<file path="src/common/rail_supervisor_defines.svh">
// Named constants for the rail enable and reset supervisor.
// Assumes inclusion by bare name from the package and the design file.
`ifndef RAIL_SUPERVISOR_DEFINES_SVH
`define RAIL_SUPERVISOR_DEFINES_SVH

// =====================================================================
// Clock and timing
`define CLK_FREQ_KHZ 250000
`define DEBOUNCE_TIME_MS 50
`define RELEASE_TIME_MS 100
`define TIMER_W 25

// =====================================================================
// Register offsets (8-bit data, plain port)
`define ADDR_W 8
`define DATA_W 8
`define OFS_CHG_CFG2 8'h04
`define OFS_CHG_CFG3 8'h05
`define OFS_BUCK_VOLT 8'h07
`define OFS_LINEAR_VOLT 8'h08
`define OFS_MISC_CTRL 8'h0A
`define OFS_GPIO_DATA 8'h0B
`define OFS_GPIO_DIR 8'h0C
`define OFS_IRQ_MASK0 8'h0D
`define OFS_IRQ_FLAG0 8'h0E

// =====================================================================
// Field positions
`define VOLT_HOLD_BIT 7
`define VOLT_CODE_W 7
`define VOLT_CODE_MAX 7'h64
`define MISC_MON_EN_BIT 0
`define MISC_MON_SEL_BIT 1
`define MISC_HOLD_BIT 5
`define CFG2_CHARGE_EN_BIT 0
`define CFG2_CMP_EN_BIT 1
`define CFG3_ABOVE_BIT 2
`define IRQ_BATT_LOW_BIT 0

// =====================================================================
// Reset values
`define BUCK_VOLT_RST 8'h2A
`define LINEAR_VOLT_RST 8'h2A
`define MISC_CTRL_RST 8'h00
`define CHG_CFG2_RST 8'h01
`define CHG_CFG3_RST 8'h00
`define GPIO_DATA_RST 8'h00
`define GPIO_DIR_RST 8'hCC
`define IRQ_MASK0_RST 8'hFF
`define GPIO_N 4

`endif

</file>
<file path="src/common/rail_supervisor_pkg.sv">
// Types shared by the rail enable and reset supervisor.
// Assumes the defines header is on the include path.
`include "rail_supervisor_defines.svh"

package rail_supervisor_pkg;

	// =====================================================================
	// Monitor output routing
	typedef enum logic [1:0] {
		ROUTE_GROUND = 2'b00,
		ROUTE_BATTERY = 2'b01,
		ROUTE_NTC = 2'b10
	} monitor_route_t;

	// Asynchronous inputs, synchronised as one vector
	typedef struct packed {
		logic powerButtonN;
		logic buckHoldIn;
		logic ldoHoldIn;
		logic inputPowerGood;
		logic thermalTrip;
		logic linearPowerGood;
		logic senseBelow;
		logic senseAboveHyst;
		logic battBelowThr;
		logic batteryPresent;
		logic systemUvlo;
		logic chargerActive;
		logic buckExtAdjust;
		logic useSenseInput;
		logic [`GPIO_N-1:0] gpioIn;
	} pins_t;

	// Register bus request
	typedef struct packed {
		logic wrStb;
		logic rdStb;
		logic [`ADDR_W-1:0] addr;
		logic [`DATA_W-1:0] wrData;
	} reg_req_t;

	// Whole state of the supervisor
	typedef struct packed {
		pins_t sync1;
		pins_t sync2;
		logic buckHoldPrev;
		logic ldoHoldPrev;
		logic buttonStable;
		logic [`TIMER_W-1:0] debounceCnt;
		logic armed;
		logic buckOn;
		logic linearOn;
		logic shutdown;
		logic senseCond;
		logic [`TIMER_W-1:0] releaseCnt;
		logic rstDrive;
		logic [`DATA_W-1:0] buckVolt;
		logic [`DATA_W-1:0] linearVolt;
		logic [`DATA_W-1:0] miscCtrl;
		logic [`DATA_W-1:0] chgCfg2;
		logic [`DATA_W-1:0] chgCfg3;
		logic [`DATA_W-1:0] gpioData;
		logic [`DATA_W-1:0] gpio_direction_reg;
		logic [`DATA_W-1:0] irqMask0;
		logic [`DATA_W-1:0] irqFlag0;
		logic battAbovePrev;
		logic irqDrive;
		monitor_route_t route;
		logic ntcBias;
		logic [`GPIO_N-1:0] gpioOut;
		logic [`GPIO_N-1:0] gpioOe;
		logic [`GPIO_N-1:0] ledSink;
		logic [`VOLT_CODE_W-1:0] buckCode;
		logic [`VOLT_CODE_W-1:0] linearCode;
		logic [`DATA_W-1:0] rdData;
	} state_t;

endpackage

</file>
<file path="src/rail_enable_reset_supervisor.sv">
// Rail enable, hold, reset release and small control registers.
// Assumes analog comparators arrive as asynchronous digital levels
// and the register master follows the one-cycle strobe protocol.
`timescale 1ns/1ns
`default_nettype none
`include "rail_supervisor_defines.svh"

// What this block does
// - Linear-rail over-temperature turns both rails off in the same step.
// - Linear voltage register accepts codes spanning 0.8 V to 3.3 V.
// - Buck register clamps codes above 0x64; external-adjust variant ignores it.
// - Voltage registers return to defaults on undervoltage or active reset.
// - Monitor routes battery when select is 0, thermistor when 1.
// - Thermistor bias on when charger idle, monitor enabled and select 1.
// - Monitor disabled ties its output to ground for offset measurement.
// - Primary-cell mode compares battery to threshold, updates status bit.
// - Battery falling below threshold raises interrupt when unmasked.
// - Comparator disabled makes the status bit read as one.
// - Four general pins with data and direction registers.
// - Reset leaves pins 0,1 inputs and pins 2,3 idle LED sinks.
// - Open-drain reset held low, released 100 ms after condition ends.
// - Fixed variants: reset while linear power-good low or rail off.
// - Sense variant: reset below threshold, release only above hysteresis.
// - Button low or adapter power-good enables both rails.
// - Hold inputs keep their rail on after button release.
// - After first power-up with battery, rising hold turns its rail on.
// - Both rails off means shutdown of switches and control.
// - Button debounced 50 ms; valid low starts both rails together.
// - Button release turns rails off unless held.
// - Miscellaneous hold bit 5 keeps both rails on.
// - Hold pin ORed with bit 7 of the rail's voltage register.
// - Open-drain interrupt low while unmasked flag set, released on read.
module rail_enable_reset_supervisor #(
	parameter logic [`TIMER_W-1:0] DEBOUNCE_CYCLES = `TIMER_W'(`DEBOUNCE_TIME_MS * `CLK_FREQ_KHZ),
	parameter logic [`TIMER_W-1:0] RELEASE_CYCLES = `TIMER_W'(`RELEASE_TIME_MS * `CLK_FREQ_KHZ)
) (
	input wire logic mclk,
	input wire logic arst_n,
	input wire rail_supervisor_pkg::pins_t pins,
	input wire rail_supervisor_pkg::reg_req_t regReq,
	output logic [`DATA_W-1:0] rdData,
	output logic buckEnable,
	output logic linearEnable,
	output logic shutdown,
	output logic rstOut,
	output logic rstOe,
	output logic irqOut,
	output logic irqOe,
	output rail_supervisor_pkg::monitor_route_t monitorRoute,
	output logic ntcBiasEnable,
	output logic [1:0] battThresholdSel,
	output logic [`VOLT_CODE_W-1:0] buckVoltCode,
	output logic [`VOLT_CODE_W-1:0] linearVoltCode,
	output logic [`GPIO_N-1:0] gpioOut,
	output logic [`GPIO_N-1:0] gpioOe,
	output logic [`GPIO_N-1:0] ledSinkEnable
);

	// =====================================================================
	// Helpers

	// Out-of-span voltage codes are clamped to the top of the span
	function automatic logic [`DATA_W-1:0] clampVolt(input logic [`DATA_W-1:0] wr);
		logic [`VOLT_CODE_W-1:0] code;
		code = wr[`VOLT_CODE_W-1:0];
		if (code > `VOLT_CODE_MAX) begin
			code = `VOLT_CODE_MAX;
		end
		return {wr[`VOLT_HOLD_BIT], code};
	endfunction

	// Register write hit for one offset
	function automatic logic wrHit(input rail_supervisor_pkg::reg_req_t r, input logic [`ADDR_W-1:0] ofs);
		return r.wrStb && (r.addr == ofs);
	endfunction

	rail_supervisor_pkg::state_t st_reg;
	rail_supervisor_pkg::state_t st_next;

	// =====================================================================
	// Next-state logic
	always_comb begin
		logic buttonOn;
		logic startRails;
		logic holdBuck;
		logic holdLinear;
		logic thermalOff;
		logic rstCond;
		logic battAbove;
		logic cmpActive;
		logic flagRead;
		logic [`DATA_W-1:0] gpioRead;
		buttonOn = 1'b0;
		startRails = 1'b0;
		holdBuck = 1'b0;
		holdLinear = 1'b0;
		thermalOff = 1'b0;
		rstCond = 1'b0;
		battAbove = 1'b0;
		cmpActive = 1'b0;
		flagRead = 1'b0;
		gpioRead = 8'h00;
		st_next = st_reg;

		// Two-flop synchroniser; only stage two feeds logic
		st_next.sync1 = pins;
		st_next.sync2 = st_reg.sync1;
		st_next.buckHoldPrev = st_reg.sync2.buckHoldIn;
		st_next.ldoHoldPrev = st_reg.sync2.ldoHoldIn;

		// Button debounce: a level must persist the whole interval
		if (st_reg.sync2.powerButtonN == st_reg.buttonStable) begin
			st_next.debounceCnt = '0;
		end else if (st_reg.debounceCnt == DEBOUNCE_CYCLES - `TIMER_W'(1)) begin
			st_next.buttonStable = st_reg.sync2.powerButtonN;
			st_next.debounceCnt = '0;
		end else begin
			st_next.debounceCnt = st_reg.debounceCnt + `TIMER_W'(1);
		end

		// Rail enables
		buttonOn = !st_reg.buttonStable;
		startRails = buttonOn || st_reg.sync2.inputPowerGood;
		holdBuck = st_reg.sync2.buckHoldIn || st_reg.buckVolt[`VOLT_HOLD_BIT]
			|| st_reg.miscCtrl[`MISC_HOLD_BIT];
		holdLinear = st_reg.sync2.ldoHoldIn || st_reg.linearVolt[`VOLT_HOLD_BIT]
			|| st_reg.miscCtrl[`MISC_HOLD_BIT];
		// Sensor only counts while the linear rail is on
		thermalOff = st_reg.linearOn && st_reg.sync2.thermalTrip;
		if (thermalOff || st_reg.sync2.systemUvlo) begin
			st_next.buckOn = 1'b0;
			st_next.linearOn = 1'b0;
		end else begin
			// Release drops rails unless a hold source keeps them
			st_next.buckOn = startRails || (st_reg.buckOn && holdBuck)
				|| (st_reg.armed && st_reg.sync2.buckHoldIn && !st_reg.buckHoldPrev);
			st_next.linearOn = startRails || (st_reg.linearOn && holdLinear)
				|| (st_reg.armed && st_reg.sync2.ldoHoldIn && !st_reg.ldoHoldPrev);
		end
		// Hold pins may start rails only after a real first power-up
		if (!st_reg.sync2.batteryPresent) begin
			st_next.armed = 1'b0;
		end else if (startRails) begin
			st_next.armed = 1'b1;
		end
		st_next.shutdown = !st_next.buckOn && !st_next.linearOn;

		// Reset condition and release delay
		if (st_reg.sync2.senseBelow) begin
			st_next.senseCond = 1'b1;
		end else if (st_reg.sync2.senseAboveHyst) begin
			st_next.senseCond = 1'b0;
		end
		if (st_reg.sync2.useSenseInput) begin
			rstCond = st_reg.senseCond;
		end else begin
			rstCond = !st_reg.sync2.linearPowerGood || !st_reg.linearOn;
		end
		if (rstCond) begin
			st_next.rstDrive = 1'b1;
			st_next.releaseCnt = '0;
		end else if (st_reg.rstDrive) begin
			if (st_reg.releaseCnt == RELEASE_CYCLES - `TIMER_W'(1)) begin
				st_next.rstDrive = 1'b0;
				st_next.releaseCnt = '0;
			end else begin
				st_next.releaseCnt = st_reg.releaseCnt + `TIMER_W'(1);
			end
		end

		// Battery comparator, primary-cell mode only
		cmpActive = !st_reg.chgCfg2[`CFG2_CHARGE_EN_BIT] && st_reg.chgCfg2[`CFG2_CMP_EN_BIT];
		if (cmpActive) begin
			battAbove = !st_reg.sync2.battBelowThr;
		end else begin
			battAbove = 1'b1;
		end
		st_next.chgCfg3[`CFG3_ABOVE_BIT] = battAbove;
		st_next.battAbovePrev = battAbove;

		// Register reads: data lands one cycle after the strobe
		for (int i = 0; i < `GPIO_N; i++) begin
			gpioRead[i] = st_reg.gpio_direction_reg[i] ? st_reg.gpioData[i] : st_reg.sync2.gpioIn[i];
		end
		st_next.rdData = 8'h00;
		if (regReq.rdStb) begin
			if (regReq.addr == `OFS_CHG_CFG2) begin
				st_next.rdData = st_reg.chgCfg2;
			end else if (regReq.addr == `OFS_CHG_CFG3) begin
				st_next.rdData = st_reg.chgCfg3;
			end else if (regReq.addr == `OFS_BUCK_VOLT) begin
				st_next.rdData = st_reg.buckVolt;
			end else if (regReq.addr == `OFS_LINEAR_VOLT) begin
				st_next.rdData = st_reg.linearVolt;
			end else if (regReq.addr == `OFS_MISC_CTRL) begin
				st_next.rdData = st_reg.miscCtrl;
			end else if (regReq.addr == `OFS_GPIO_DATA) begin
				st_next.rdData = gpioRead;
			end else if (regReq.addr == `OFS_GPIO_DIR) begin
				st_next.rdData = st_reg.gpio_direction_reg;
			end else if (regReq.addr == `OFS_IRQ_MASK0) begin
				st_next.rdData = st_reg.irqMask0;
			end else if (regReq.addr == `OFS_IRQ_FLAG0) begin
				st_next.rdData = st_reg.irqFlag0;
				flagRead = 1'b1;
			end
		end

		// Register writes
		if (wrHit(regReq, `OFS_CHG_CFG2)) begin
			st_next.chgCfg2 = regReq.wrData;
		end
		if (wrHit(regReq, `OFS_CHG_CFG3)) begin
			st_next.chgCfg3 = {regReq.wrData[7:3], battAbove, regReq.wrData[1:0]};
		end
		if (wrHit(regReq, `OFS_BUCK_VOLT)) begin
			st_next.buckVolt = clampVolt(regReq.wrData);
		end
		if (wrHit(regReq, `OFS_LINEAR_VOLT)) begin
			st_next.linearVolt = clampVolt(regReq.wrData);
		end
		if (wrHit(regReq, `OFS_MISC_CTRL)) begin
			st_next.miscCtrl = regReq.wrData;
		end
		if (wrHit(regReq, `OFS_GPIO_DATA)) begin
			st_next.gpioData = regReq.wrData;
		end
		if (wrHit(regReq, `OFS_GPIO_DIR)) begin
			st_next.gpio_direction_reg = regReq.wrData;
		end
		if (wrHit(regReq, `OFS_IRQ_MASK0)) begin
			st_next.irqMask0 = regReq.wrData;
		end

		// Interrupt flag: reading clears, a new event in that cycle wins
		if (flagRead) begin
			st_next.irqFlag0 = 8'h00;
		end
		if (st_reg.battAbovePrev && !battAbove && !st_reg.irqMask0[`IRQ_BATT_LOW_BIT]) begin
			st_next.irqFlag0[`IRQ_BATT_LOW_BIT] = 1'b1;
		end
		st_next.irqDrive = |st_next.irqFlag0;

		// Voltage settings fall back while reset is driven or system is low
		if (st_reg.sync2.systemUvlo || st_reg.rstDrive) begin
			st_next.buckVolt = `BUCK_VOLT_RST;
			st_next.linearVolt = `LINEAR_VOLT_RST;
		end

		// Analog monitor control
		if (!st_next.miscCtrl[`MISC_MON_EN_BIT]) begin
			st_next.route = rail_supervisor_pkg::ROUTE_GROUND;
		end else if (st_next.miscCtrl[`MISC_MON_SEL_BIT]) begin
			st_next.route = rail_supervisor_pkg::ROUTE_NTC;
		end else begin
			st_next.route = rail_supervisor_pkg::ROUTE_BATTERY;
		end
		st_next.ntcBias = !st_reg.sync2.chargerActive && st_next.miscCtrl[`MISC_MON_EN_BIT]
			&& st_next.miscCtrl[`MISC_MON_SEL_BIT];

		// General pins: LED mode sinks current, else open-drive per data
		for (int i = 0; i < `GPIO_N; i++) begin
			st_next.ledSink[i] = st_next.gpio_direction_reg[i] && st_next.gpio_direction_reg[i+`GPIO_N] && st_next.gpioData[i];
			st_next.gpioOe[i] = st_next.gpio_direction_reg[i] && !st_next.gpio_direction_reg[i+`GPIO_N];
			st_next.gpioOut[i] = st_next.gpioData[i];
		end

		// Effective codes; external-adjust buck never follows the register
		st_next.buckCode = st_reg.sync2.buckExtAdjust ? `VOLT_CODE_W'(`BUCK_VOLT_RST)
			: st_next.buckVolt[`VOLT_CODE_W-1:0];
		st_next.linearCode = st_next.linearVolt[`VOLT_CODE_W-1:0];
	end

	// =====================================================================
	// State register
	always_ff @(posedge mclk or negedge arst_n) begin
		if (!arst_n) begin
			st_reg <= '0;
			st_reg.buttonStable <= 1'b1;
			st_reg.shutdown <= 1'b1;
			st_reg.rstDrive <= 1'b1;
			st_reg.buckVolt <= `BUCK_VOLT_RST;
			st_reg.linearVolt <= `LINEAR_VOLT_RST;
			st_reg.miscCtrl <= `MISC_CTRL_RST;
			st_reg.chgCfg2 <= `CHG_CFG2_RST;
			st_reg.chgCfg3 <= `CHG_CFG3_RST;
			st_reg.gpioData <= `GPIO_DATA_RST;
			st_reg.gpio_direction_reg <= `GPIO_DIR_RST;
			st_reg.irqMask0 <= `IRQ_MASK0_RST;
			st_reg.battAbovePrev <= 1'b1;
			st_reg.buckCode <= `VOLT_CODE_W'(`BUCK_VOLT_RST);
			st_reg.linearCode <= `VOLT_CODE_W'(`LINEAR_VOLT_RST);
		end else begin
			st_reg <= st_next;
		end
	end

	// =====================================================================
	// Outputs straight from state flops, rstOut and irqOut tied low; open-drain lines drive low
	assign rdData = st_reg.rdData;
	assign buckEnable = st_reg.buckOn;
	assign linearEnable = st_reg.linearOn;
	assign shutdown = st_reg.shutdown;
	assign rstOut = 1'b0;
	assign rstOe = st_reg.rstDrive;
	assign irqOut = 1'b0;
	assign irqOe = st_reg.irqDrive;
	assign monitorRoute = st_reg.route;
	assign ntcBiasEnable = st_reg.ntcBias;
	assign battThresholdSel = st_reg.chgCfg3[1:0];
	assign buckVoltCode = st_reg.buckCode;
	assign linearVoltCode = st_reg.linearCode;
	assign gpioOut = st_reg.gpioOut;
	assign gpioOe = st_reg.gpioOe;
	assign ledSinkEnable = st_reg.ledSink;

endmodule
`default_nettype wire

</file>
<file path="config.mk">
export PLATFORM = sky130hd
export DESIGN_NAME = rail_enable_reset_supervisor
export DESIGN_NICKNAME = d
export VERILOG_FILES = /design/src/common/rail_supervisor_pkg.sv /design/src/rail_enable_reset_supervisor.sv
export VERILOG_INCLUDE_DIRS = /design/src /design/src/common
export SDC_FILE = /design/constraint.sdc
export NUM_CORES = 1
export LEC_CHECK = 0
export BUFFER_PORTS_ARGS = -buffer_cell sky130_fd_sc_hd__buf_2
export CORE_ASPECT_RATIO = 0.5
export CORE_MARGIN = 10
export CORE_UTILIZATION = 24
export CTS_CLUSTER_SIZE = 16
export DETAILED_ROUTE_END_ITERATION = 8
export GPL_TIMING_DRIVEN = 0
export PLACE_DENSITY = 0.44
export SYNTH_ARGS = -nofsm -noshare
export SYNTH_HDL_FRONTEND = slang
export SYNTH_SLANG_ARGS = --single-unit
</file>
<file path="constraint.sdc">
create_clock -name mclk -period 3.3 [get_ports mclk]
set_input_delay 0.33 -clock mclk [delete_from_list [all_inputs] [get_ports mclk]]
set_output_delay 0.33 -clock mclk [all_outputs]
set_load 0.005 [all_outputs]
</file>
==> summary.txt <==
Run status
  – Outcome: finished clean

STA
  – Hold WS: approximately 0.037 ns
  – Rel. slew slack: 0.304
  – Setup_tns: 0 ns
  – Clock skew: ~0.012 ns
  – Fin. max-slew vios: 0
  – Final setup violation count: 0
  – RSZ-0062 raised after global routing: false
  – Hold Violations, Final: 0
  – Slew @ Worst Pin: 1.04 ns
  – Minimum clock period: around 2.4 ns
  – Period utilization: 0.714
  – FMAX: about 0.42 GHz

Global routing
  – Vias in the first global route: between 6000 and 7000
  – Met2 Usage GRT: 0.180
  – GRT overflow: 0
  – GRT Max-Usage Layer: met2
  – Global-route wire length before repair: approximately 37000 µm
  – Initial antenna violation count: 1
  – GRT Util Overall: 0.104
  – M1 GR Usage: 0.128
  – Met3 Usage GRT: 0.0217
  – Largest net degree at the start of global routing: 101

Floorplanning
  – IO Count: 84
  – Die W: a little under 300 µm
  – Core Box Area: between 0.03 and 0.04 mm²
  – Starting density of the core: 0.243
  – Die H: 155 µm
  – Die ar.: 0.0449 mm²
  – Core Rows: 49

CTS
  – Clock Tree Buf Depth: 2
  – CTS Root Cell: clkbuf_16
  – TritonCTS Buffers: 17
  – Clock sinks: between 150 and 200
  – Reg clk slew, reported paths: about 0.070 ns
  – Post-CTS resize count: 0
  – CTS tree: yes
  – Worst skew pair latency: 0.45 ns
  – Max H-tree Level: 4

Critical path
  – Critical path launch point type: flop
  – FF-to-FF setup slack: about 0.94 ns
  – Worst Setup EP: st_reg[126]
  – FF-to-FF Start: st_reg[112]
  – Reg2Reg Depth: 7
  – Crit-path cells: ha_1 > nand3_1 > nor4b_1 > nand4_1 > clkbuf_1 > o21ai_2 > nor2_1
  – Worst path depth: 7
  – Crit. End Element: flop
  – Biggest fanout along the worst timing path: 10
  – CP Data Arrival Time: around 2.7 ns
  – Crit path max-delay family: simple AND/OR/NAND/NOR gates
  – Max incr delay on CP: between 0.4 and 0.5 ns
  – CP max-delay cell: o21ai_2
  – Critical path startpoint: st_reg[112]
  – Kind of critical path: reg -> reg
  – Worst Path Required: 3.61 ns
  – R2R Path End: st_reg[126]
  – CP bufs+invs: 1

Hold path
  – Hold Crit Start: pins[8]
  – Min-delay worst type: in -> reg

Placed design
  – Post-DP HPWL: around 17000 µm
  – GPL Wtd Cong: about 0.79
  – Placed insts: 1398
  – IO buf count: 80

Cells and area
  – Layout cells sized above 1: 0.260
  – Multi-input gate area: 0.00341 mm²
  – Largest register FFs: approximately 130
  – Final Core Density: 0.294
  – Filler cell count in the final layout: 3808
  – Total Nets Final: 991
  – Register area: around 0.0048 mm²
  – P&R area growth vs syn: 20.7%
  – Non-filler cells, final: 1449
  – Commonest non-fill, non-tap cells in the layout: dfrtp_1, buf_2, nand2_1, nor2_1, mux2_2
  – Commonest non-fill, non-tap cell in the layout: dfrtp_1

Yosys
  – Post-synth top area cell: dfrtp_1
  – Synth area leaders: dfrtp_1, dfstp_2, mux2_2
  – Fraction of registers with async set/reset: 1.00
  – Post-Syn Instances: around 830
  – Post-synth EDFFs: 0
  – Top_reg_cell synth: dfrtp_1
  – Flops & latches, synth: about 190
  – Post-synthesis sequential area ratio: 0.550
  – Synthesized area: approximately 0.0087 mm²
  – Syn Area/Cell: roughly 11 µm²
  – Yosys warns: 0
  – Yosys top cell area share: 0.472
  – Netlist cell types: between 50 and 60

Drt
  – Via density: ~4.4
  – # DRC: 0
  – Routed vias: roughly 6400
  – Final ANT Viol Nets: 0
  – Iter 0 DRT Violations: 341
  – Drt wl/cell: approximately 16 µm
  – WL final: between 20000 and 25000 µm
  – Drt pass-1 iters: 5

Job
  – MaxCap Viol Count: 0

Pwr
  – Worst IR Drop VDD: between 0.0002 and 0.0003 V
  – Total Power: roughly 4.8 mW
  – Pwr/cell area: around 460 mW/mm²
  – Leak: between 4 and 5 nW
[cell type report]
cell class	instances	share of cell area
timing repair buffer	99	0.0586
clock inverter	9	0.0103
clock buffer	23	0.0443
tap	484	0.0574
multi-input combinational	548	0.324
antenna	1	0.000237
inverter	14	0.00498
sequential	191	0.456
buffer	80	0.0447
[power by group]
group	total, mW	switching, mW	internal [mW]
logic	0.310	0.188	0.123
registers	2.45	0.0405	2.41
clock network	2.07	0.911	1.16
[logic make-up after synthesis]
group                    count (synthesis)  share of synthesized area
AND/OR/NAND/NOR                        344                      0.203
flip-flops                             191                      0.550
AO/OA/AOI/OAI                          102                     0.0697
buffers and inverters                   94                     0.0599
multiplexers                            60                     0.0757
XOR/XNOR                                38                     0.0380
adder cells (fa/ha/maj)                  2                    0.00286
other                                    1                   0.000429
[metrics by stage]
| stage | cell area [µm²] | worst slack [ns] |
|---|---|---|
| 2_1_floorplan | 8750 | 1.39 |
| 3_3_place_gp | 9760 | -1.43 |
| 3_5_place_dp | 9790 | 0.787 |
| 4_1_cts | 10600 | 0.890 |
| 5_1_grt | 10600 | 0.705 |
| 6_report | 10600 | 0.943 |
[synthesized netlist by cell type (4+ instances only)]
| cell | instances |
|---|---|
| mux2i_1 | 11 |
| and2_1 | 5 |
| nand3b_1 | 15 |
| nor3_1 | 9 |
| mux2_2 | 49 |
| nand3_1 | 40 |
| nand2b_1 | 12 |
| a221oi_1 | 4 |
| nand2_1 | 87 |
| nand4_1 | 23 |
| buf_4 | 40 |
| or4_1 | 5 |
| a21oi_1 | 41 |
| xor2_1 | 28 |
| and3_1 | 16 |
| dfrtp_1 | 165 |
| xnor2_1 | 10 |
| nor4b_1 | 4 |
| dfstp_2 | 26 |
| nor2b_1 | 8 |
| o32ai_1 | 5 |
| buf_2 | 11 |
| clkbuf_1 | 25 |
| o21ai_0 | 26 |
| and4_1 | 7 |
| nor2_1 | 80 |
| inv_1 | 14 |
| a31oi_1 | 7 |
| or3_1 | 11 |
| nor3b_1 | 4 |
[timing repair]
action                    4_1_cts  5_1_grt
buffers inserted                0        0
hold endpoints to repair      106        0
hold buffers                   18        0
[layer usage]
metal	vias up	routed length (µm)	share of wire
met5	-	0	0
met4	0	345	0.015
met3	27	588	0.025
met2	83	11900	0.51
met1	3226	10400	0.45
li1	3085	-	-
[worst min-delay path by stage]
stage,to,slack [ns],cells past startpoint
2_1_floorplan,battThresholdSel[0],0.03,0
3_3_place_gp,st_reg[176],0.33,0
3_5_place_dp,st_next[168],0.33,0
4_1_cts,st_next[178],0.01,1
5_1_grt,st_next[178],0.02,1
6_report,st_next[178],0.04,1
(Power assumes the default switching activity.)
